### config.mk
export PLATFORM = sky130hd
export DESIGN_NAME = pim_mapper
export DESIGN_NICKNAME = d
export VERILOG_FILES = /design/src/logic/pim_pkg.sv /design/src/logic/pim_addr_decode.sv /design/src/logic/pim_mapper.sv
export VERILOG_INCLUDE_DIRS = /design/src /design/src/logic
export SDC_FILE = /design/constraint.sdc
export NUM_CORES = 1
export LEC_CHECK = 0
export ABC_CLOCK_PERIOD_IN_PS = 8900
export BUFFER_PORTS_ARGS = -buffer_cell sky130_fd_sc_hd__clkbuf_2
export CAP_MARGIN = 20
export CORE_ASPECT_RATIO = 0.9
export CORE_MARGIN = 1
export CORE_UTILIZATION = 60
export CTS_CLUSTER_DIAMETER = 40
export CTS_CLUSTER_SIZE = 12
export DETAILED_ROUTE_END_ITERATION = 8
export GPL_ROUTABILITY_DRIVEN = 1
export PLACE_DENSITY = 0.88
export SKIP_LAST_GASP = 1
export SLEW_MARGIN = 20
export SYNTH_ARGS = -nofsm -noshare
export SYNTH_HDL_FRONTEND = slang
export SYNTH_SLANG_ARGS = --single-unit
### constraint.sdc
create_clock -name CLOCK -period 8.9 [get_ports CLOCK]
set_input_delay 2.225 -clock CLOCK [delete_from_list [all_inputs] [get_ports CLOCK]]
set_output_delay 2.225 -clock CLOCK [all_outputs]
set_load 0.05 [all_outputs]
### src/logic/pim_cfg.svh
`ifndef PIM_CFG_SVH
`define PIM_CFG_SVH

// ----------------------------------------------------------------
// image layout
// ----------------------------------------------------------------
`define PIM_WORD_START    11'h000
`define PIM_PHYS_SPLIT    11'h100
`define PIM_PHYS_SHIFT    11'h100
`define PIM_LOGICAL_MAX   16'h03FC
`define PIM_PHYS1_HI      16'h00FF
`define PIM_VAR_LO        16'h0100
`define PIM_VAR_HI        16'h01FF
`define PIM_PHYS2_LO      16'h0200
`define PIM_PHYS2_HI      16'h04FB
`define PIM_WORD_BITS     9'h010
`define PIM_DIAG_BITS     9'h002
`define PIM_MOD_LAST      6'h3F

// ----------------------------------------------------------------
// non-volatile partition
// ----------------------------------------------------------------
`define PIM_FLAG_BASE       16'h0000
`define PIM_FLAG_SIZE_RST   16'h4000
`define PIM_RETAIN_BASE_RST 16'h4000
`define PIM_RETAIN_SIZE_RST 16'h4000
`define PIM_NV_TOP          17'h08000

// ----------------------------------------------------------------
// address string characters
// ----------------------------------------------------------------
`define PIM_CH_PCT    8'h25
`define PIM_CH_I      8'h49
`define PIM_CH_Q      8'h51
`define PIM_CH_M      8'h4D
`define PIM_CH_X      8'h58
`define PIM_CH_B      8'h42
`define PIM_CH_W      8'h57
`define PIM_CH_D      8'h44
`define PIM_CH_DOT    8'h2E
`define PIM_CH_ZERO   8'h30
`define PIM_CH_NINE   8'h39
`define PIM_BIT_MAX   5'h0F
`define PIM_ADDR_MAX  20'h0FFFF

`endif

### src/logic/pim_pkg.sv
package pim_pkg;

    // module classes reported by the module table
    typedef enum logic [3:0] {
        PIM_K_END,
        PIM_K_AIN,
        PIM_K_AOUT,
        PIM_K_CPLX_IN,
        PIM_K_CPLX_OUT,
        PIM_K_DIN,
        PIM_K_DOUT,
        PIM_K_DOUT_DIAG,
        PIM_K_SUPPLY,
        PIM_K_RELAY
    } pim_kind_t;

    typedef enum logic [1:0] {
        PIM_A_INPUT,
        PIM_A_OUTPUT,
        PIM_A_FLAG
    } pim_area_t;

    typedef enum logic [1:0] {
        PIM_W_BIT,
        PIM_W_BYTE,
        PIM_W_WORD,
        PIM_W_DWORD
    } pim_width_t;

    typedef enum {
        PIM_S_IDLE,
        PIM_S_WORDS,
        PIM_S_BITS,
        PIM_S_DONE
    } pim_map_state_t;

    typedef enum {
        PIM_D_PCT,
        PIM_D_AREA,
        PIM_D_WIDTH,
        PIM_D_NUM,
        PIM_D_BIT,
        PIM_D_FAIL
    } pim_dec_state_t;

endpackage : pim_pkg

### src/logic/pim_addr_decode.sv
`timescale 1ns/1ps
`default_nettype none
`include "pim_cfg.svh"

module pim_addr_decode (
    // clock and reset
    input  wire logic              CLOCK,
    input  wire logic              NRST,
    // character stream
    input  wire logic              CH_VALID,
    input  wire logic [7:0]        CH_DATA,
    input  wire logic              CH_LAST,
    // decoded address
    output logic                   DEC_VALID,
    output logic                   DEC_ERROR,
    output pim_pkg::pim_area_t     DEC_AREA,
    output pim_pkg::pim_width_t    DEC_WIDTH,
    output logic [15:0]            DEC_WORD,
    output logic [3:0]             DEC_BIT
);
    import pim_pkg::*;

    pim_dec_state_t state,     next_state;
    pim_area_t      area,      next_area;
    pim_width_t     width,     next_width;
    logic [15:0]    num,       next_num;
    logic [4:0]     bitn,      next_bitn;
    logic           seen,      next_seen;
    logic           valid,     next_valid;
    logic           err,       next_err;
    logic           is_digit;
    logic [3:0]     digit;
    logic [19:0]    num_x10;
    logic [7:0]     bit_x10;

    assign is_digit = (CH_DATA >= `PIM_CH_ZERO) && (CH_DATA <= `PIM_CH_NINE);
    assign digit    = 4'(CH_DATA - `PIM_CH_ZERO);
    assign num_x10  = {num, 3'h0} + {3'h0, num, 1'h0} + {16'h0, digit};
    assign bit_x10  = {bitn, 3'h0} + {2'h0, bitn, 1'h0} + {4'h0, digit};

    // ----------------------------------------------------------------
    // parser: percent, area, optional width, number, optional bit
    // ----------------------------------------------------------------
    always_comb begin
        next_state = state;
        next_area  = area;
        next_width = width;
        next_num   = num;
        next_bitn  = bitn;
        next_seen  = seen;
        next_valid = 1'b0;
        next_err   = err;
        if (CH_VALID) begin
            case (state)
                PIM_D_PCT: begin
                    next_num   = 16'h0000;
                    next_bitn  = 5'h00;
                    next_seen  = 1'b0;
                    next_width = PIM_W_BIT;
                    next_state = (CH_DATA == `PIM_CH_PCT) ? PIM_D_AREA : PIM_D_FAIL;
                end
                PIM_D_AREA: begin
                    next_state = PIM_D_WIDTH;
                    if (CH_DATA == `PIM_CH_I)      next_area = PIM_A_INPUT;
                    else if (CH_DATA == `PIM_CH_Q) next_area = PIM_A_OUTPUT;
                    else if (CH_DATA == `PIM_CH_M) next_area = PIM_A_FLAG;
                    else                           next_state = PIM_D_FAIL;
                end
                PIM_D_WIDTH: begin
                    next_state = PIM_D_NUM;
                    if (CH_DATA == `PIM_CH_X)      next_width = PIM_W_BIT;
                    else if (CH_DATA == `PIM_CH_B) next_width = PIM_W_BYTE;
                    else if (CH_DATA == `PIM_CH_W) next_width = PIM_W_WORD;
                    else if (CH_DATA == `PIM_CH_D) next_width = PIM_W_DWORD;
                    else if (is_digit) begin
                        next_width = PIM_W_BIT; // missing letter means bit
                        next_num   = {12'h000, digit};
                        next_seen  = 1'b1;
                    end else begin
                        next_state = PIM_D_FAIL;
                    end
                end
                PIM_D_NUM: begin
                    if (is_digit && num_x10 <= `PIM_ADDR_MAX) begin
                        next_num  = num_x10[15:0];
                        next_seen = 1'b1;
                    end else if (CH_DATA == `PIM_CH_DOT && seen && width == PIM_W_BIT) begin
                        next_state = PIM_D_BIT; // word.bit form
                        next_seen  = 1'b0;
                    end else begin
                        next_state = PIM_D_FAIL;
                    end
                end
                PIM_D_BIT: begin
                    if (is_digit && bit_x10 <= {3'h0, `PIM_BIT_MAX}) begin
                        next_bitn = bit_x10[4:0];
                        next_seen = 1'b1;
                    end else begin
                        next_state = PIM_D_FAIL;
                    end
                end
                PIM_D_FAIL: next_state = PIM_D_FAIL;
                default:    next_state = PIM_D_FAIL;
            endcase
            if (CH_LAST) begin
                next_valid = 1'b1;
                next_err   = !((next_state == PIM_D_NUM || next_state == PIM_D_BIT) && next_seen);
                next_state = PIM_D_PCT;
            end
        end
    end

    // ----------------------------------------------------------------
    // parser state
    // ----------------------------------------------------------------
    always_ff @(posedge CLOCK) begin
        if (!NRST) begin
            state <= PIM_D_PCT;
            area  <= PIM_A_INPUT;
            width <= PIM_W_BIT;
            num   <= 16'h0000;
            bitn  <= 5'h00;
            seen  <= 1'b0;
            valid <= 1'b0;
            err   <= 1'b0;
        end else begin
            state <= next_state;
            area  <= next_area;
            width <= next_width;
            num   <= next_num;
            bitn  <= next_bitn;
            seen  <= next_seen;
            valid <= next_valid;
            err   <= next_err;
        end
    end

    assign DEC_VALID = valid;
    assign DEC_ERROR = err;
    assign DEC_AREA  = area;
    assign DEC_WIDTH = width;
    assign DEC_WORD  = num;
    assign DEC_BIT   = bitn[3:0];

endmodule : pim_addr_decode
`default_nettype wire

### src/logic/pim_mapper.sv
// Functional notes
// - auto map modules 0 to 62 before exchange
// - multi-byte modules first from word 0
// - then bit modules packed bit by bit
// - end module ends the scan, gets no address
// - separate input and output counters
// - analog: one 16-bit word per channel
// - bit modules start next word, bit 0
// - bit address is word dot bit
// - diag outputs two bits per channel
// - fieldbus input variables: fieldbus rw, plc read
// - plc output variables: plc rw, fieldbus read
// - flag start fixed, others configurable
// - defaults flag 16#4000 then retain 16#4000
// - decode percent, area letter, width, number
// - width X B W D, missing means bit
// - rebuild whole image on configuration change
// - physical words 0-255 then 512-1275
`timescale 1ns/1ps
`default_nettype none
`include "pim_cfg.svh"

module pim_mapper (
    // clock and reset
    input  wire logic              CLOCK,
    input  wire logic              NRST,
    // module table
    input  wire logic              CFG_CHANGE,
    output logic [5:0]             MOD_SEL,
    input  wire pim_pkg::pim_kind_t MOD_KIND,
    input  wire logic [4:0]        MOD_CHANNELS,
    // allocation results
    output logic                   RES_VALID,
    output logic [5:0]             RES_INDEX,
    output logic                   RES_OUTPUT,
    output logic                   RES_BITWISE,
    output logic [10:0]            RES_WORD,
    output logic [3:0]             RES_BIT,
    output logic [8:0]             RES_BITS,
    output logic                   MAP_READY,
    output logic                   MAP_OVERFLOW,
    // access check
    input  wire logic              ACC_REQ,
    input  wire logic              ACC_PLC_SIDE,
    input  wire logic              ACC_WRITE,
    input  wire pim_pkg::pim_area_t ACC_AREA,
    input  wire logic [15:0]       ACC_WORD,
    output logic                   ACC_DONE,
    output logic                   ACC_GRANT,
    // non-volatile partition
    input  wire logic              NV_LOAD,
    input  wire logic [15:0]       NV_FLAG_SIZE_IN,
    input  wire logic [15:0]       NV_RETAIN_BASE_IN,
    input  wire logic [15:0]       NV_RETAIN_SIZE_IN,
    output logic [15:0]            NV_FLAG_BASE,
    output logic [15:0]            NV_FLAG_SIZE,
    output logic [15:0]            NV_RETAIN_BASE,
    output logic [15:0]            NV_RETAIN_SIZE,
    output logic                   NV_OVERLAP,
    // address string decoder
    input  wire logic              CH_VALID,
    input  wire logic [7:0]        CH_DATA,
    input  wire logic              CH_LAST,
    output logic                   DEC_VALID,
    output logic                   DEC_ERROR,
    output pim_pkg::pim_area_t     DEC_AREA,
    output pim_pkg::pim_width_t    DEC_WIDTH,
    output logic [15:0]            DEC_WORD,
    output logic [3:0]             DEC_BIT
);
    import pim_pkg::*;

    // ----------------------------------------------------------------
    // decoding helpers
    // ----------------------------------------------------------------
    function automatic logic is_multi(input pim_kind_t k);
        is_multi = (k == PIM_K_AIN) || (k == PIM_K_AOUT) ||
                   (k == PIM_K_CPLX_IN) || (k == PIM_K_CPLX_OUT);
    endfunction : is_multi

    function automatic logic is_out(input pim_kind_t k);
        is_out = (k == PIM_K_AOUT) || (k == PIM_K_CPLX_OUT) || (k == PIM_K_DOUT) ||
                 (k == PIM_K_DOUT_DIAG) || (k == PIM_K_RELAY);
    endfunction : is_out

    // logical image word to physical word, skipping the variable area
    function automatic logic [10:0] phys_word(input logic [10:0] w);
        phys_word = (w < `PIM_PHYS_SPLIT) ? w : w + `PIM_PHYS_SHIFT;
    endfunction : phys_word

    // ----------------------------------------------------------------
    // allocation state
    // ----------------------------------------------------------------
    pim_map_state_t state,    next_state;
    logic [5:0]     sel,      next_sel;
    logic [10:0]    in_w,     next_in_w;
    logic [10:0]    out_w,    next_out_w;
    logic [14:0]    in_b,     next_in_b;
    logic [14:0]    out_b,    next_out_b;
    logic           ready,    next_ready;
    logic           ovf,      next_ovf;
    logic           r_valid,  next_r_valid;
    logic [5:0]     r_index,  next_r_index;
    logic           r_out,    next_r_out;
    logic           r_bitw,   next_r_bitw;
    logic [10:0]    r_word,   next_r_word;
    logic [3:0]     r_bit,    next_r_bit;
    logic [8:0]     r_bits,   next_r_bits;

    logic           mod_out;
    logic           at_end;
    logic [10:0]    cur_w;
    logic [14:0]    cur_b;
    logic [15:0]    w_sum;
    logic [15:0]    b_sum;
    logic [8:0]     word_span;
    logic [8:0]     bit_span;

    assign mod_out   = is_out(MOD_KIND);
    assign at_end    = (MOD_KIND == PIM_K_END);
    assign cur_w     = mod_out ? out_w : in_w;
    assign cur_b     = mod_out ? out_b : in_b;
    assign w_sum     = {5'h00, cur_w} + {11'h000, MOD_CHANNELS};
    assign word_span = {4'h0, MOD_CHANNELS} * `PIM_WORD_BITS;
    assign bit_span  = (MOD_KIND == PIM_K_DOUT_DIAG) ?
                       {4'h0, MOD_CHANNELS} * `PIM_DIAG_BITS : {4'h0, MOD_CHANNELS};
    assign b_sum     = {1'h0, cur_b} + {7'h00, bit_span};

    // ----------------------------------------------------------------
    // scan: word pass, then bit pass, then hold
    // ----------------------------------------------------------------
    always_comb begin
        next_state   = state;
        next_sel     = sel;
        next_in_w    = in_w;
        next_out_w   = out_w;
        next_in_b    = in_b;
        next_out_b   = out_b;
        next_ready   = ready;
        next_ovf     = ovf;
        next_r_valid = 1'b0;
        next_r_index = r_index;
        next_r_out   = r_out;
        next_r_bitw  = r_bitw;
        next_r_word  = r_word;
        next_r_bit   = r_bit;
        next_r_bits  = r_bits;
        case (state)
            PIM_S_IDLE: begin
                next_sel   = 6'h00;
                next_in_w  = `PIM_WORD_START;
                next_out_w = `PIM_WORD_START;
                next_ready = 1'b0;
                next_ovf   = 1'b0;
                next_state = PIM_S_WORDS;
            end
            PIM_S_WORDS: begin
                if (at_end || sel == `PIM_MOD_LAST) begin
                    next_sel   = 6'h00;
                    next_in_b  = {in_w, 4'h0};
                    next_out_b = {out_w, 4'h0};
                    next_state = PIM_S_BITS;
                end else begin
                    next_sel = sel + 6'h01;
                    if (is_multi(MOD_KIND)) begin
                        next_r_valid = 1'b1;
                        next_r_index = sel;
                        next_r_out   = mod_out;
                        next_r_bitw  = 1'b0;
                        next_r_word  = phys_word(cur_w);
                        next_r_bit   = 4'h0;
                        next_r_bits  = word_span;
                        if (w_sum > `PIM_LOGICAL_MAX) next_ovf = 1'b1;
                        if (mod_out) next_out_w = w_sum[10:0];
                        else         next_in_w  = w_sum[10:0];
                    end
                end
            end
            PIM_S_BITS: begin
                if (at_end || sel == `PIM_MOD_LAST) begin
                    next_state = PIM_S_DONE;
                    next_ready = 1'b1;
                end else begin
                    next_sel = sel + 6'h01;
                    if (!is_multi(MOD_KIND)) begin
                        next_r_valid = 1'b1;
                        next_r_index = sel;
                        next_r_out   = mod_out;
                        next_r_bitw  = 1'b1;
                        next_r_word  = phys_word(cur_b[14:4]);
                        next_r_bit   = cur_b[3:0];
                        next_r_bits  = bit_span;
                        if (b_sum > (`PIM_LOGICAL_MAX << 4)) next_ovf = 1'b1;
                        if (mod_out) next_out_b = b_sum[14:0];
                        else         next_in_b  = b_sum[14:0];
                    end
                end
            end
            PIM_S_DONE: next_state = PIM_S_DONE;
            default:    next_state = PIM_S_IDLE;
        endcase
        if (CFG_CHANGE) begin
            next_state   = PIM_S_IDLE;
            next_ready   = 1'b0;
            next_r_valid = 1'b0;
        end
    end

    // ----------------------------------------------------------------
    // allocation registers
    // ----------------------------------------------------------------
    always_ff @(posedge CLOCK) begin
        if (!NRST) begin
            state   <= PIM_S_IDLE;
            sel     <= 6'h00;
            in_w    <= 11'h000;
            out_w   <= 11'h000;
            in_b    <= 15'h0000;
            out_b   <= 15'h0000;
            ready   <= 1'b0;
            ovf     <= 1'b0;
            r_valid <= 1'b0;
            r_index <= 6'h00;
            r_out   <= 1'b0;
            r_bitw  <= 1'b0;
            r_word  <= 11'h000;
            r_bit   <= 4'h0;
            r_bits  <= 9'h000;
        end else begin
            state   <= next_state;
            sel     <= next_sel;
            in_w    <= next_in_w;
            out_w   <= next_out_w;
            in_b    <= next_in_b;
            out_b   <= next_out_b;
            ready   <= next_ready;
            ovf     <= next_ovf;
            r_valid <= next_r_valid;
            r_index <= next_r_index;
            r_out   <= next_r_out;
            r_bitw  <= next_r_bitw;
            r_word  <= next_r_word;
            r_bit   <= next_r_bit;
            r_bits  <= next_r_bits;
        end
    end

    assign MOD_SEL      = sel;
    assign RES_VALID    = r_valid;
    assign RES_INDEX    = r_index;
    assign RES_OUTPUT   = r_out;
    assign RES_BITWISE  = r_bitw;
    assign RES_WORD     = r_word;
    assign RES_BIT      = r_bit;
    assign RES_BITS     = r_bits;
    assign MAP_READY    = ready;
    assign MAP_OVERFLOW = ovf;

    // ----------------------------------------------------------------
    // non-volatile partition
    // ----------------------------------------------------------------
    logic [15:0] flag_size,   next_flag_size;
    logic [15:0] ret_base,    next_ret_base;
    logic [15:0] ret_size,    next_ret_size;

    // flag base is a constant; sizes and retain base reload on strobe
    always_comb begin
        next_flag_size = flag_size;
        next_ret_base  = ret_base;
        next_ret_size  = ret_size;
        if (NV_LOAD) begin
            next_flag_size = NV_FLAG_SIZE_IN;
            next_ret_base  = NV_RETAIN_BASE_IN;
            next_ret_size  = NV_RETAIN_SIZE_IN;
        end
    end

    always_ff @(posedge CLOCK) begin
        if (!NRST) begin
            flag_size <= `PIM_FLAG_SIZE_RST;
            ret_base  <= `PIM_RETAIN_BASE_RST;
            ret_size  <= `PIM_RETAIN_SIZE_RST;
        end else begin
            flag_size <= next_flag_size;
            ret_base  <= next_ret_base;
            ret_size  <= next_ret_size;
        end
    end

    assign NV_FLAG_BASE   = `PIM_FLAG_BASE;
    assign NV_FLAG_SIZE   = flag_size;
    assign NV_RETAIN_BASE = ret_base;
    assign NV_RETAIN_SIZE = ret_size;
    // warn when the two areas collide or run past the memory top
    assign NV_OVERLAP = ({1'b0, ret_base} < {1'b0, `PIM_FLAG_BASE} + {1'b0, flag_size}) ||
                        ({1'b0, ret_base} + {1'b0, ret_size} > `PIM_NV_TOP);

    // ----------------------------------------------------------------
    // access rights per address area
    // ----------------------------------------------------------------
    logic in_phys;
    logic in_var;
    logic in_flag;
    logic grant_now;
    logic done,  next_done;
    logic grant, next_grant;

    assign in_phys = (ACC_WORD <= `PIM_PHYS1_HI) ||
                     (ACC_WORD >= `PIM_PHYS2_LO && ACC_WORD <= `PIM_PHYS2_HI);
    assign in_var  = (ACC_WORD >= `PIM_VAR_LO) && (ACC_WORD <= `PIM_VAR_HI);
    assign in_flag = {ACC_WORD, 1'b0} < {1'b0, `PIM_FLAG_BASE} + {1'b0, flag_size};

    always_comb begin
        grant_now = 1'b0;
        case (ACC_AREA)
            PIM_A_INPUT:  grant_now = (in_phys && !ACC_WRITE) ||
                                      (in_var && (!ACC_PLC_SIDE || !ACC_WRITE));
            PIM_A_OUTPUT: grant_now = in_phys ||
                                      (in_var && (ACC_PLC_SIDE || !ACC_WRITE));
            PIM_A_FLAG:   grant_now = in_flag;
            default:      grant_now = 1'b0;
        endcase
        next_done  = ACC_REQ;
        next_grant = ACC_REQ && ready && grant_now; // no exchange before mapping
    end

    always_ff @(posedge CLOCK) begin
        if (!NRST) begin
            done  <= 1'b0;
            grant <= 1'b0;
        end else begin
            done  <= next_done;
            grant <= next_grant;
        end
    end

    assign ACC_DONE  = done;
    assign ACC_GRANT = grant;

    // ----------------------------------------------------------------
    // absolute address string decoder
    // ----------------------------------------------------------------
    pim_addr_decode u_decode (
        .CLOCK     (CLOCK),
        .NRST      (NRST),
        .CH_VALID  (CH_VALID),
        .CH_DATA   (CH_DATA),
        .CH_LAST   (CH_LAST),
        .DEC_VALID (DEC_VALID),
        .DEC_ERROR (DEC_ERROR),
        .DEC_AREA  (DEC_AREA),
        .DEC_WIDTH (DEC_WIDTH),
        .DEC_WORD  (DEC_WORD),
        .DEC_BIT   (DEC_BIT)
    );

endmodule : pim_mapper
`default_nettype wire

## Word level (Yosys, flattened, before mapping)

Index checks and enable logic that the tools add are counted.

- Equal/unequal tests: 48
- Magnitude comparators: 16
- Divide/modulo/power cells: 0
- Reductions and logical operators: 60
- Mux-type cells: 118
- Multiply operators: 0
- Bitwise gates (word level): 1
- Add/sub/neg operators: 11
- Shift operators: 0

Operators with widths:

| cell | number |
|---|---|
| $mux W32 | 12 |
| $pmux W32 S5 | 1 |
| $mux W11 | 13 |
| $mux W15 | 9 |
| $eq A32 B2 Y1 const B | 4 |
| $pmux W32 S4 | 1 |
| $mux W16 | 6 |
| $pmux W11 S2 | 3 |
| $eq A32 B1 Y1 const B | 2 |
| $eq A32 B3 Y1 const B | 2 |
| $logic_not A32 Y1 | 2 |
| $pmux W15 S2 | 2 |
| $eq A8 B7 Y1 const B | 7 |
| $pmux W16 S3 | 1 |
| $mux W6 | 7 |
| $mux W9 | 4 |
| $eq A32 B4 Y1 const B | 1 |
| $ne A2 B2 Y1 const B | 16 |
| $mux W1 | 30 |
| $add A11 B9 Y11 const B | 2 |
| $lt A11 B9 Y1 const B | 2 |
| $add A19 B17 Y20 | 1 |
| $add A20 B4 Y20 | 1 |
| $le A20 B16 Y1 const B | 1 |
| 58 further kinds | 124 |

- Memories: 0
- Bits in latches: 0
- Memory bits (read-only): 0
- RAM bits: 0
- Logic and storage cells: 282
- Output and inout port bits: 134
- Flip-flop bits (word level): 235
- Input bits: 92

## Depth between registers and ports, before layout

Gate-level depths: netlist (run 1).

- Word-level depth: 13
- Gate-level depth with buffers: 20
- Gate-level depth less buffers: 15

## Cells and area by module

Synthesis (run 1) repeated with hierarchy kept, for this count alone.

- Cell total of the unflattened synthesis: 1548
- Area total of the unflattened synthesis: 13120.1 µm²

By module, submodules not included:

| module | cells an instance | instances | sequential area each (µm²) | area each (µm²) |
|---|---|---|---|---|
| pim_mapper | 1041 | 1 | 2902.8 | 8934.8 |
| pim_addr_decode | 507 | 1 | 1201.2 | 4185.3 |

## Worst setup path after synthesis (run 1)

Ideal clock, no wire load.

- Path kind: input -> register
- From: input port MOD_KIND[0]
- To: register ovf (netlist: MAP_OVERFLOW)
- Library setup time: 0.072 ns
- Slack: 2.465 ns
- Data required time: 8.828 ns
- Stages on the path: 20
- Data arrival time: 6.363 ns
- Cell sequence: buf_6 > nor4bb_4 > nor2_4 > and2_1 > buf_6 > buf_6 > buf_2 > buf_1 > mux2_2 > ha_1 > fa_1 > a211oi_1 > o21bai_1 > a21oi_1 > xnor2_1 > or4_1 > a211oi_1 > o2111ai_1 > a31oi_1 > mux2i_1

- Longest elaborated chain between the ends: 10
- Elaborated cells between the ends (all ways): 30
- Classes of those cells: add/sub (2); order compare (2); eq/ne (13); mux (3); reduce/logical (10)

RTL lines:

| what | RTL line | source |
|---|---|---|
| start, declared | pim_mapper.sv:30 | `input wire pim_pkg::pim_kind_t MOD_KIND,` |
| $eq A4 B2 Y1 or $eq A4 B3 Y1 (tied branches) | pim_mapper.sv:77, pim_mapper.sv:82, pim_mapper.sv:78 |  |
| $logic_or A1 B1 Y1 (3 in series) | pim_mapper.sv:82 | `is_out = (k == PIM_K_AOUT) \|\| (k == PIM_K_CPLX_OUT) \|\| (k == PIM_K_DOUT) \|\|` |
| $logic_or A1 B1 Y1 | pim_mapper.sv:83 | `(k == PIM_K_DOUT_DIAG) \|\| (k == PIM_K_RELAY);` |
| $mux W15 or $mux W11 (tied branches) | pim_mapper.sv:122, pim_mapper.sv:121 |  |
| $add A15 B6 Y16 or $add A11 B5 Y12 (tied branches) | pim_mapper.sv:127, pim_mapper.sv:123 |  |
| $gt A16 B14 Y1 or $gt A12 B10 Y1 (tied branches) | n/a |  |
| $ne A2 B2 Y1 (no line) | n/a |  |
| $reduce_and A7 Y1 (no line) (*) | n/a |  |
| end signal, assigned | pim_mapper.sv:237 | `ovf <= next_ovf;` |
| end, declared | pim_mapper.sv:101 | `logic ovf, next_ovf;` |

Mark *: on every way between the ends. The rest lies on a longest branch, timed or not.
A chain may end at the register's enable or synchronous reset.

## Worst setup path after layout (run 1)

- From: input port MOD_KIND[2]
- To: register ovf (netlist: MAP_OVERFLOW)

The elaborated chain is that of the path after synthesis.

==> metrics.csv, run 1 <==
stage,metric,value,unit
timing,normalized max-slew margin,0.3242,
logic_synthesis,synth top area cells,"dfxtp_1, ha_1, mux2i_1",
logic_synthesis,post-synthesis xor/xnor area fraction,0.03266,
detailed_routing,DR vias,11620,
logic_synthesis,#FFs+latches synth,205,
place,PortBufs,209,
power_and_ir_drop,pwr/cell area,170.1,nW/um2
logic_synthesis,Synth Area in Compound Gates,0.1904,
detailed_routing,routed len/inst,17.43,um
clocking,worst-case clock buffer depth,3,
detailed_routing,DR DRC count,0,
global_routing,total gr overflow,0,
critical_path,cell breakdown of the critical path,clkbuf_2 > nand2b_1 > nand3b_1 > and2_1 > buf_4 > mux2_2 > ha_1 > a21o_1 > a21oi_1 > xnor2_1 > nand3_1 > or3_1 > or4_1 > a311o_1 > a31oi_1 > mux2i_1,
place,gpl congestion,0.9416,
timing,Worst Max-Slew Pin Slew,1.014,ns
floorplan,Die Y,139.5,um
detailed_routing,First-pass DRT Iterations,5,
global_routing,vias in the first global route,11130,
clocking,TritonCTS clock tree,yes,
timing,skew final,0.01179,ns
clocking,Num CTS Buffers,30,
clocking,post_cts resized,0,
logic_synthesis,Post-synth EDFFs,0,
timing,Final min period,6.338,ns
logic_synthesis,area of the mapped netlist,12610,um2
layout,Layout area overhead,16.64,%
critical_path,crit path DAT,6.81,ns
clocking,worst skew pair latency,0.55,ns
logic_synthesis,Mapped Cells,1454,
critical_path,crit path kind,primary input to flip-flop,
logic_synthesis,Synth top cells by count,"dfxtp_1, nand2_1, ha_1, a21oi_1, mux2i_1",
logic_synthesis,post-synth top area share,0.3256,
logic_synthesis,post-synth cell types,77,
timing,final setup fails,0,
global_routing,GR Util All Layers,0.3075,
timing,hold_ws,0.4602,ns
place,post-DP HPWL,23820,um
clocking,post-CTS setup buffers,0,
logic_synthesis,Most used DFF post-synth,dfxtp_1,
timing,highest clock rate,157.8,MHz
timing,count of final max-slew check failures,0,
logic_synthesis,cell taking the most area after synthesis,dfxtp_1,
floorplan,die area,21590,um2
logic_synthesis,async set-reset flop share out of synthesis,0,
run_status,status,completed,
logic_synthesis,Ys Warns,0,
timing,RSZ-0062 raised after global routing,no,
detailed_routing,Iteration-0 DRC Markers,878,
critical_path,"slowest stage delay, CP",0.56,ns
logic_synthesis,main combinational cell family by area after synthesis,simple AND/OR/NAND/NOR gates,
critical_path,critical path peak fanout,20,
floorplan,core outline area,20290,um2
floorplan,# rows,49,
global_routing,first-pass GRT wire length,54740,um
global_routing,initial antenna violation count,1,
floorplan,# IOs,226,
logic_synthesis,most frequent cell after synthesis,dfxtp_1,
critical_path,Startpoint Class,primary input,
place,dpl ws,2.157,ns
flow_run,max_cap viols,0,
power_and_ir_drop,Pleak,6.666,nW
timing,post-route clock period utilization,0.7121,
clocking,Hold Buf Count CTS,0,
floorplan,Die X,154.8,um
floorplan,Initial Util,0.6212,
min_path,worst hold path type,flip-flop to flip-flop,
logic_synthesis,Avg Inst Size Synth,8.670,um2
clocking,Root Driver,clkbuf_16,
clocking,Clock transition at path regs,0.06,ns
global_routing,largest net degree at the start of global routing,116,
timing,Setup TNS,0,ns
detailed_routing,DRT Wirelength,33680,um
timing,Hold Fails Final Rpt,0,
critical_path,critical path's slowest cell,and2_1,
clocking,H-Tree Depth,1,
detailed_routing,vias per cell,6.013,
layout,final core utilization,0.7245,
clocking,clk sink count,205,
detailed_routing,ANT nets after route,0,
critical_path,crit end category,flip-flop,
timing,Final WS setup,2.562,ns
logic_synthesis,mux contribution to synthesized area,0.07067,
critical_path,CP required,9.38,ns
logic_synthesis,Synth Area in Simple Gates,0.2134,
power_and_ir_drop,Max VDD drop,0.1435,mV
layout,proportion of layout cells with a drive suffix above 1,0.1859,
layout,Final Net Count,1836,
logic_synthesis,adder-cell share of the synthesized area,0.1163,
logic_synthesis,register area share after synthesis,0.3256,
-- placed cells by master, fill, tap and decap left out, types with 12 or more instances in the layout --
| cell | count |
|---|---|
| clkbuf_2 | 208 |
| dfxtp_1 | 205 |
| nand2_1 | 131 |
| ha_1 | 106 |
| mux2i_1 | 71 |
| a21oi_1 | 71 |
| nor2b_1 | 70 |
| o21ai_0 | 66 |
| and2_1 | 56 |
| nand3_1 | 54 |
| nor2_1 | 53 |
| a21boi_0 | 53 |
| inv_1 | 52 |
| xnor2_1 | 32 |
| clkbuf_16 | 31 |
| a21o_1 | 26 |
| o211ai_1 | 21 |
| nand2b_1 | 20 |
| nor3_1 | 19 |
| a211oi_1 | 17 |
| or3_1 | 17 |
| a31oi_1 | 16 |
| conb_1 | 16 |
| mux2_2 | 15 |
| xor2_1 | 15 |
| and3_1 | 15 |
| nand4_1 | 14 |
| nor4_1 | 12 |
| o211a_1 | 12 |
| buf_4 | 12 |
-- worst max-delay path: cells and delay by family --
family,cells,cell delay (ns)
multiplexers,2,0.60
AND/OR/NAND/NOR,6,1.86
AO/OA/AOI/OAI,4,0.97
buffers and inverters,2,0.61
adder cells (fa/ha/maj),1,0.34
XOR/XNOR,1,0.20
-- where the power goes --
part	leakage (nW)	total [mW]	internal [mW]	switching [mW]
Sequential	1.66	0.964	0.941	0.0238
Combinational	4.52	0.372	0.123	0.249
Clock	0.484	1.16	0.709	0.455
-- path summary, 6_finish.rpt --
path                           start                 end  slack [ns]  cells after the start
setup reg to reg            state[0]            out_b[1]        5.05                     13
hold / removal    u_decode.state[18]  u_decode.state[18]        0.46                      1
setup / recovery         MOD_KIND[2]        MAP_OVERFLOW        2.56                     16
hold reg to reg   u_decode.state[18]  u_decode.state[18]        0.46                      1
-- layout make-up --
class | count | area (um2)
Antenna cell | 1 | 2.502
Multi-Input combinational cell | 1121 | 7923
Fill cell | 1507 | 5590
Timing Repair Buffer | 220 | 1131
Clock buffer | 32 | 789.5
Inverter | 53 | 198.9
Sequential cell | 205 | 4104
Tap cell | 280 | 350.3
Clock inverter | 20 | 203.9
-- per-layer routing --
metal,wire length [um],GRT usage
met1,14190,0.3847
met2,15590,0.5120
met3,2702,0.06883
met4,1199,0.1251
met5,0,0
-- cell families (layout without fill, tap and decap cells) --
| family | count (synthesis) | after routing |
|---|---|---|
| DFF | 205 | 205 |
| buffers and inverters | 143 | 325 |
| adders and majority gates | 113 | 113 |
| other | 1 | 17 |
| AOI/OAI and AO/OA | 355 | 355 |
| xor gates and xnor gates | 47 | 47 |
| muxes | 87 | 87 |
| and+or+nand+nor | 503 | 503 |
-- state kept, by name (all words and copies together) (netlist names), 6 cells and up --
name               cells
u_decode.state        32
in_w                  11
out_b                 15
out_w                 11
RES_BITS               9
in_b                  15
MOD_SEL                6
RES_WORD              11
u_decode.DEC_WORD     16
NV_RETAIN_SIZE        16
NV_FLAG_SIZE          16
RES_INDEX              6
NV_RETAIN_BASE        16
-- per-stage QoR --
step | instances | total power [mW] | area, um2
6_report | 1932 | 2.500 | 14700
3_3_place_gp | 1879 | 1.335 | 13710
3_5_place_dp | 1879 | 1.346 | 13710
4_1_cts | 1931 | 2.507 | 14700
5_1_grt | 1931 | 2.584 | 14700
2_1_floorplan | 1469 | 1.255 | 12660
No activity file was read; power rests on OpenSTA's default activity.
==> run 2, diff against run 1 <==
--- a/config.mk
+++ b/config.mk
@@ -6,17 +6,17 @@
 export SDC_FILE = /design/constraint.sdc
 export NUM_CORES = 1
 export LEC_CHECK = 0
-export ABC_CLOCK_PERIOD_IN_PS = 8900
+export ABC_CLOCK_PERIOD_IN_PS = 6000
 export BUFFER_PORTS_ARGS = -buffer_cell sky130_fd_sc_hd__clkbuf_2
 export CAP_MARGIN = 20
 export CORE_ASPECT_RATIO = 0.9
 export CORE_MARGIN = 1
-export CORE_UTILIZATION = 60
+export CORE_UTILIZATION = 57
 export CTS_CLUSTER_DIAMETER = 40
 export CTS_CLUSTER_SIZE = 12
 export DETAILED_ROUTE_END_ITERATION = 8
 export GPL_ROUTABILITY_DRIVEN = 1
-export PLACE_DENSITY = 0.88
+export PLACE_DENSITY = 0.84
 export SKIP_LAST_GASP = 1
 export SLEW_MARGIN = 20
 export SYNTH_ARGS = -nofsm -noshare
==> constraint.sdc (replaced) <==
create_clock -name CLOCK -period 6 [get_ports CLOCK]
set_input_delay 1.5 -clock CLOCK [delete_from_list [all_inputs] [get_ports CLOCK]]
set_output_delay 1.5 -clock CLOCK [all_outputs]
set_load 0.05 [all_outputs]
==> run 2 against run 1 <==
Core utilization decreased by 4.2 points. Sequential share of layout area fell by 0.11 points. Non-clock buffer count increased by 4. Critical endpoint is now NV_OVERLAP. Register-to-register slack got worse by 2.7 ns. Power increased by 50%. Via count fell by 1.4%.
==> metrics.csv, run 2 (synthesized netlist as in run 1, its figures left out) <==
stage,metric,value,unit,change
run_status,status,completed,,unchanged
global_routing,vias in the first global route,10640,,was 11130
power_and_ir_drop,Clock power frac,0.470,,was 0.466
detailed_routing,DRT Wirelength,33160,um,was 33680 um
timing,skew final,0.01242,ns,was 0.01179 ns
layout,Final Net Count,1841,,was 1836
power_and_ir_drop,Max VDD drop,0.2228,mV,was 0.1435 mV
timing,Setup TNS,0,ns,unchanged
layout,"most common cell after layout, fill and taps aside",clkbuf_2,,unchanged
detailed_routing,vias per cell,5.877,,was 6.013
clocking,worst skew pair latency,0.56,ns,was 0.55 ns
power_and_ir_drop,Pleak,6.678,nW,was 6.666 nW
global_routing,largest net degree at the start of global routing,94,,was 116
clocking,Clock transition at path regs,0.06,ns,about the same
floorplan,die area,22710,um2,was 21590 um2
layout,max reg flops,32,,unchanged
global_routing,total gr overflow,0,,unchanged
min_path,worst hold path type,flip-flop to flip-flop,,unchanged
power_and_ir_drop,sw frac,0.2969,,was 0.2913
timing,highest clock rate,181.3,MHz,
layout,fillcell total,1725,,was 1507
timing,count of final max-slew check failures,0,,unchanged
clocking,H-Tree Depth,1,,unchanged
critical_path,crit path kind,flip-flop to output port,,was primary input to flip-flop
detailed_routing,Iteration-0 DRC Markers,948,,was 878
global_routing,GR Util All Layers,0.2828,,was 0.3075
timing,final setup fails,0,,unchanged
clocking,Root Driver,clkbuf_16,,unchanged
power_and_ir_drop,Net Sw Power,1.111,mW,was 0.7284 mW
clocking,post_cts resized,0,,unchanged
critical_path,crit end category,output port,,was flip-flop
layout,"commonest cells after routing, fill and taps aside","clkbuf_2, dfxtp_1, nand2_1",,unchanged
place,PortBufs,209,,unchanged
clocking,post-CTS setup buffers,0,,unchanged
critical_path,CP required,4.50,ns,was 9.38 ns
floorplan,# IOs,226,,unchanged
critical_path,Startpoint Class,flip-flop,,was primary input
min_path,Hold Path Depth,1,,unchanged
detailed_routing,routed len/inst,17.00,um,was 17.43 um
layout,area occupied by registers,4104,um2,unchanged
critical_path,critical path peak fanout,5,,was 20
power_and_ir_drop,total power,3.741,mW,was 2.500 mW
clocking,clk sink count,205,,unchanged
timing,hold_ws,0.4583,ns,was 0.4602 ns
layout,Final Cell Area,14760,um2,was 14700 um2
clocking,Hold Buf Count CTS,0,,unchanged
floorplan,Die X,158.8,um,was 154.8 um
place,placed cell area,13750,um2,was 13710 um2
power_and_ir_drop,pwr/cell area,253.5,nW/um2,was 170.1 nW/um2
power_and_ir_drop,Logic pwr share,0.148,,was 0.149
layout,Layout area overhead,17.08,%,was 16.64%
critical_path,FF-to-FF path depth,14,,was 13
place,post-DP HPWL,23990,um,was 23820 um
flow_run,max_cap viols,0,,unchanged
timing,RSZ-0062 raised after global routing,no,,unchanged
timing,post-route clock period utilization,0.9195,,
layout,area occupied by multi-input gates,7919,um2,was 7923 um2
critical_path,crit path DAT,4.02,ns,was 6.81 ns
place,Inst Count DP,1894,,was 1879
power_and_ir_drop,register share of total power,0.382,,was 0.386
floorplan,core outline area,21630,um2,was 20290 um2
timing,normalized max-slew margin,0.3333,,was 0.3242
global_routing,initial antenna violation count,1,,unchanged
detailed_routing,First-pass DRT Iterations,6,,was 5
power_and_ir_drop,cell-internal power,2.630,mW,was 1.772 mW
clocking,worst-case clock buffer depth,3,,unchanged
floorplan,Initial Util,0.5827,,was 0.6212
detailed_routing,DR vias,11460,,was 11620
layout,non-filler cells in the finished layout,1950,,was 1932
layout,Largest Register,u_decode.state,,unchanged
timing,Worst Max-Slew Pin Slew,0.9953,ns,was 1.014 ns
timing,Final min period,5.517,ns,
floorplan,Die Y,143.1,um,was 139.5 um
detailed_routing,ANT nets after route,0,,unchanged
timing,Hold Fails Final Rpt,0,,unchanged
clocking,TritonCTS clock tree,yes,,unchanged
floorplan,# rows,51,,was 49
clocking,Num CTS Buffers,31,,was 30
detailed_routing,DR DRC count,0,,unchanged
global_routing,first-pass GRT wire length,53230,um,was 54740 um
place,gpl congestion,0.9516,,was 0.9416
layout,proportion of layout cells with a drive suffix above 1,0.1876,,was 0.1859
## run 2: changes by cell type in the layout (fill, tap and decap cells not counted)
cell        before  now
inv_6            4    9
buf_4           12   16
clkinv_2         5    2
clkbuf_1         0    2
inv_8            4    2
clkbuf_8         1    0
clkinv_4         1    2
clkinvlp_4       4    5
o21bai_1        10   11
o21bai_2         1    0
## run 2: power groups by stage
stage | registers (mW) | logic [mW] | clock network [mW]
CTS | 1.43 | 0.548 | 1.78
finish | 1.43 | 0.553 | 1.76
global route | 1.43 | 0.596 | 1.84
detailed placement | 1.46 | 0.543 | 0
global placement | 1.46 | 0.530 | 0
floorplan | 1.54 | 0.321 | 0
## run 2: area by class of cell
class | count | area share
Clock buffer | 33 | 0.05307
Sequential cell | 205 | 0.2781
Antenna cell | 1 | 0.0001695
Inverter | 53 | 0.01348
Timing Repair Buffer | 224 | 0.07867
Multi-Input combinational cell | 1121 | 0.5365
Tap cell | 291 | 0.02467
Clock inverter | 22 | 0.01534
## run 2: per-stage QoR
stage               utilization  worst slack [ns]
global placement         0.6355            0.4061
detailed placement       0.6355            0.2620
CTS                      0.6822            0.4712
finish                   0.6823            0.4828
global route             0.6822            0.1493
floorplan                     -            0.2905
## run 2: final timing paths
check | start | endpoint | slack [ns]
worst min-delay path | u_decode.state[18] | u_decode.state[18] | 0.46
worst max register to register | u_decode.DEC_WORD[0] | u_decode.DEC_WORD[14] | 2.38
worst min register to register | u_decode.state[18] | u_decode.state[18] | 0.46
worst max-delay path | NV_RETAIN_BASE[6] | NV_OVERLAP | 0.48
## run 2: worst max-delay path, stage by stage, from the launching register on
cell and delay, ns:
dfxtp_1 0.43, ha_1 0.32, a2111oi_0 0.52, o21ai_0 0.25, a41oi_1 0.35, xnor2_1 0.10, nor4_1 0.27, nand4_1 0.17
or4b_1 0.54, a31o_2 0.26, clkbuf_2 0.24
## run 2: layer usage
layer / GRT usage / part of all wire / vias to the layer above
li1: - / - / 5561
met1: 0.3636 / 0.43 / 5353
met2: 0.4707 / 0.46 / 463
met3: 0.04996 / 0.066 / 83
met4: 0.1139 / 0.035 / 0
met5: 0 / 0 / -
==> run 3, diff against run 2 <==
--- a/config.mk
+++ b/config.mk
@@ -16,7 +16,7 @@
 export CTS_CLUSTER_SIZE = 12
 export DETAILED_ROUTE_END_ITERATION = 8
 export GPL_ROUTABILITY_DRIVEN = 1
-export PLACE_DENSITY = 0.84
+export PLACE_DENSITY_LB_ADDON = 0.12
 export SKIP_LAST_GASP = 1
 export SLEW_MARGIN = 20
 export SYNTH_ARGS = -nofsm -noshare
==> run 3 against run 2 <==
Non-clock buffer count is the same. Setup slack worse by 0.032 ns. Die area unchanged. Clock power up 19%. Sequential power barely moved. Sequential share of layout area is 0.42 points lower. Via count fell by 1.9%. Final cell count rose by 0.26%. Clock-buffer cell count up 6. Largest power group unchanged.
==> metrics.csv, run 3 (synthesized netlist as in run 1, its figures left out) <==
stage,metric,value,unit,change
place,post-DP HPWL,23690,um,was 23990 um
power_and_ir_drop,total power,4.074,mW,was 3.741 mW
detailed_routing,DR DRC count,0,,unchanged
layout,non-filler cells in the finished layout,1955,,was 1950
timing,Final WS setup,0.4512,ns,was 0.4828 ns
timing,Setup TNS,0,ns,unchanged
clocking,H-Tree Depth,2,,was 1
run_status,status,completed,,unchanged
place,dpl ws,0.3616,ns,was 0.2620 ns
timing,Worst Max-Slew Pin Slew,1.004,ns,was 0.9953 ns
power_and_ir_drop,Pleak,6.787,nW,was 6.678 nW
power_and_ir_drop,Max VDD drop,0.2893,mV,was 0.2228 mV
detailed_routing,ANT nets after route,0,,unchanged
layout,Final Net Count,1844,,was 1841
floorplan,core outline area,21630,um2,unchanged
global_routing,total gr overflow,0,,unchanged
layout,"commonest cells after routing, fill and taps aside","clkbuf_2, dfxtp_1, nand2_1",,unchanged
detailed_routing,DR vias,11240,,was 11460
timing,RSZ-0062 raised after global routing,no,,unchanged
layout,fillcell total,1777,,was 1725
clocking,worst-case clock buffer depth,3,,unchanged
place,PortBufs,209,,unchanged
timing,Hold Fails Final Rpt,0,,unchanged
detailed_routing,DRT Wirelength,32750,um,was 33160 um
global_routing,vias in the first global route,10440,,was 10640
clocking,Hold Buf Count CTS,0,,unchanged
detailed_routing,routed len/inst,16.75,um,was 17.00 um
floorplan,Initial Util,0.5827,,unchanged
floorplan,# IOs,226,,unchanged
clocking,post_cts resized,0,,unchanged
critical_path,crit path DAT,4.05,ns,was 4.02 ns
floorplan,die area,22710,um2,unchanged
floorplan,# rows,51,,unchanged
detailed_routing,vias per cell,5.751,,was 5.877
clocking,Root Driver,clkbuf_16,,unchanged
critical_path,crit end category,output port,,unchanged
clocking,post-CTS setup buffers,0,,unchanged
timing,highest clock rate,180.2,MHz,was 181.3 MHz
power_and_ir_drop,pwr/cell area,271.8,nW/um2,was 253.5 nW/um2
detailed_routing,Iteration-0 DRC Markers,774,,was 948
timing,final setup fails,0,,unchanged
clocking,Num CTS Buffers,34,,was 31
timing,Final min period,5.549,ns,was 5.517 ns
floorplan,Die Y,143.1,um,unchanged
clocking,worst skew pair latency,0.50,ns,was 0.56 ns
layout,final core utilization,0.6928,,was 0.6823
critical_path,Startpoint Class,flip-flop,,unchanged
critical_path,crit path kind,flip-flop to output port,,unchanged
layout,"most common cell after layout, fill and taps aside",clkbuf_2,,unchanged
global_routing,initial antenna violation count,0,,was 1
timing,post-route clock period utilization,0.9248,,was 0.9195
global_routing,first-pass GRT wire length,52850,um,was 53230 um
layout,Layout area overhead,18.88,%,was 17.08%
critical_path,CP required,4.50,ns,about the same
layout,max reg flops,32,,unchanged
global_routing,GR Util All Layers,0.2822,,was 0.2828
clocking,clk sink count,205,,unchanged
clocking,Clock transition at path regs,0.05,ns,was 0.06 ns
global_routing,largest net degree at the start of global routing,96,,was 94
critical_path,critical path peak fanout,5,,unchanged
min_path,worst hold path type,flip-flop to flip-flop,,unchanged
clocking,TritonCTS clock tree,yes,,unchanged
timing,skew final,0.02166,ns,was 0.01242 ns
timing,count of final max-slew check failures,0,,unchanged
layout,Ant. Diodes,0,,was 1
layout,Largest Register,u_decode.state,,unchanged
critical_path,R2R Setup Slk,2.44,ns,was 2.38 ns
critical_path,FF-to-FF path depth,14,,unchanged
min_path,Hold Path Depth,1,,unchanged
place,Inst Count DP,1894,,unchanged
detailed_routing,First-pass DRT Iterations,5,,was 6
flow_run,max_cap viols,0,,unchanged
layout,proportion of layout cells with a drive suffix above 1,0.1917,,was 0.1876
floorplan,Die X,158.8,um,unchanged
timing,normalized max-slew margin,0.3308,,was 0.3333
place,gpl congestion,0.9315,,was 0.9516
-- run 3: area by class of cell --
| class | instances | area (um2) | area share |
|---|---|---|---|
| clock inverter | 22 | 292.8 | 0.01954 |
| multi-input combinational | 1121 | 7921 | 0.5286 |
| timing repair buffer | 224 | 1161 | 0.07748 |
| tap | 291 | 364.1 | 0.02430 |
| inverter | 53 | 198.9 | 0.01328 |
| clock buffer | 39 | 943.4 | 0.06295 |
| sequential | 205 | 4104 | 0.2739 |
-- run 3: layer usage --
metal / GRT usage / vias up / wire length, um
met2: 0.4527 / 364 / 14660
met1: 0.3849 / 5265 / 15340
met3: 0.05228 / 46 / 2141
li1: - / 5568 / -
met4: 0.08482 / 0 / 616
met5: 0 / - / 0
-- run 3: where the power goes --
| group | internal, mW | switching, mW | total [mW] | leakage [nW] |
|---|---|---|---|---|
| clock | 1.37 | 0.730 | 2.10 | 0.593 |
| combinational | 0.183 | 0.367 | 0.549 | 4.53 |
| sequential | 1.40 | 0.0339 | 1.43 | 1.66 |
| total | 2.94 | 1.13 | 4.07 | 6.79 |
-- run 3: worst paths after layout --
kind                             start                    to
hold reg to reg      u_decode.state[9]     u_decode.state[9]
setup / recovery     NV_RETAIN_BASE[6]            NV_OVERLAP
hold / removal       u_decode.state[9]     u_decode.state[9]
setup reg to reg  u_decode.DEC_WORD[0]  u_decode.DEC_WORD[1]
-- run 3: worst max-delay path, stage by stage, from the launching register on --
cell	delay (ns)
dfxtp_1	0.45
ha_1	0.33
a2111oi_0	0.58
o21ai_0	0.26
a41oi_1	0.34
xnor2_1	0.10
nor4_1	0.29
nand4_1	0.18
or4b_1	0.52
a31o_2	0.25
clkbuf_2	0.25
-- run 3: metrics by stage --
step	hold slack [ns]	instance area, um2
2_1_floorplan	0.4302	12660
3_3_place_gp	0.4424	13750
3_5_place_dp	0.4440	13750
4_1_cts	0.4613	14990
5_1_grt	0.4790	14990
6_report	0.4571	14990
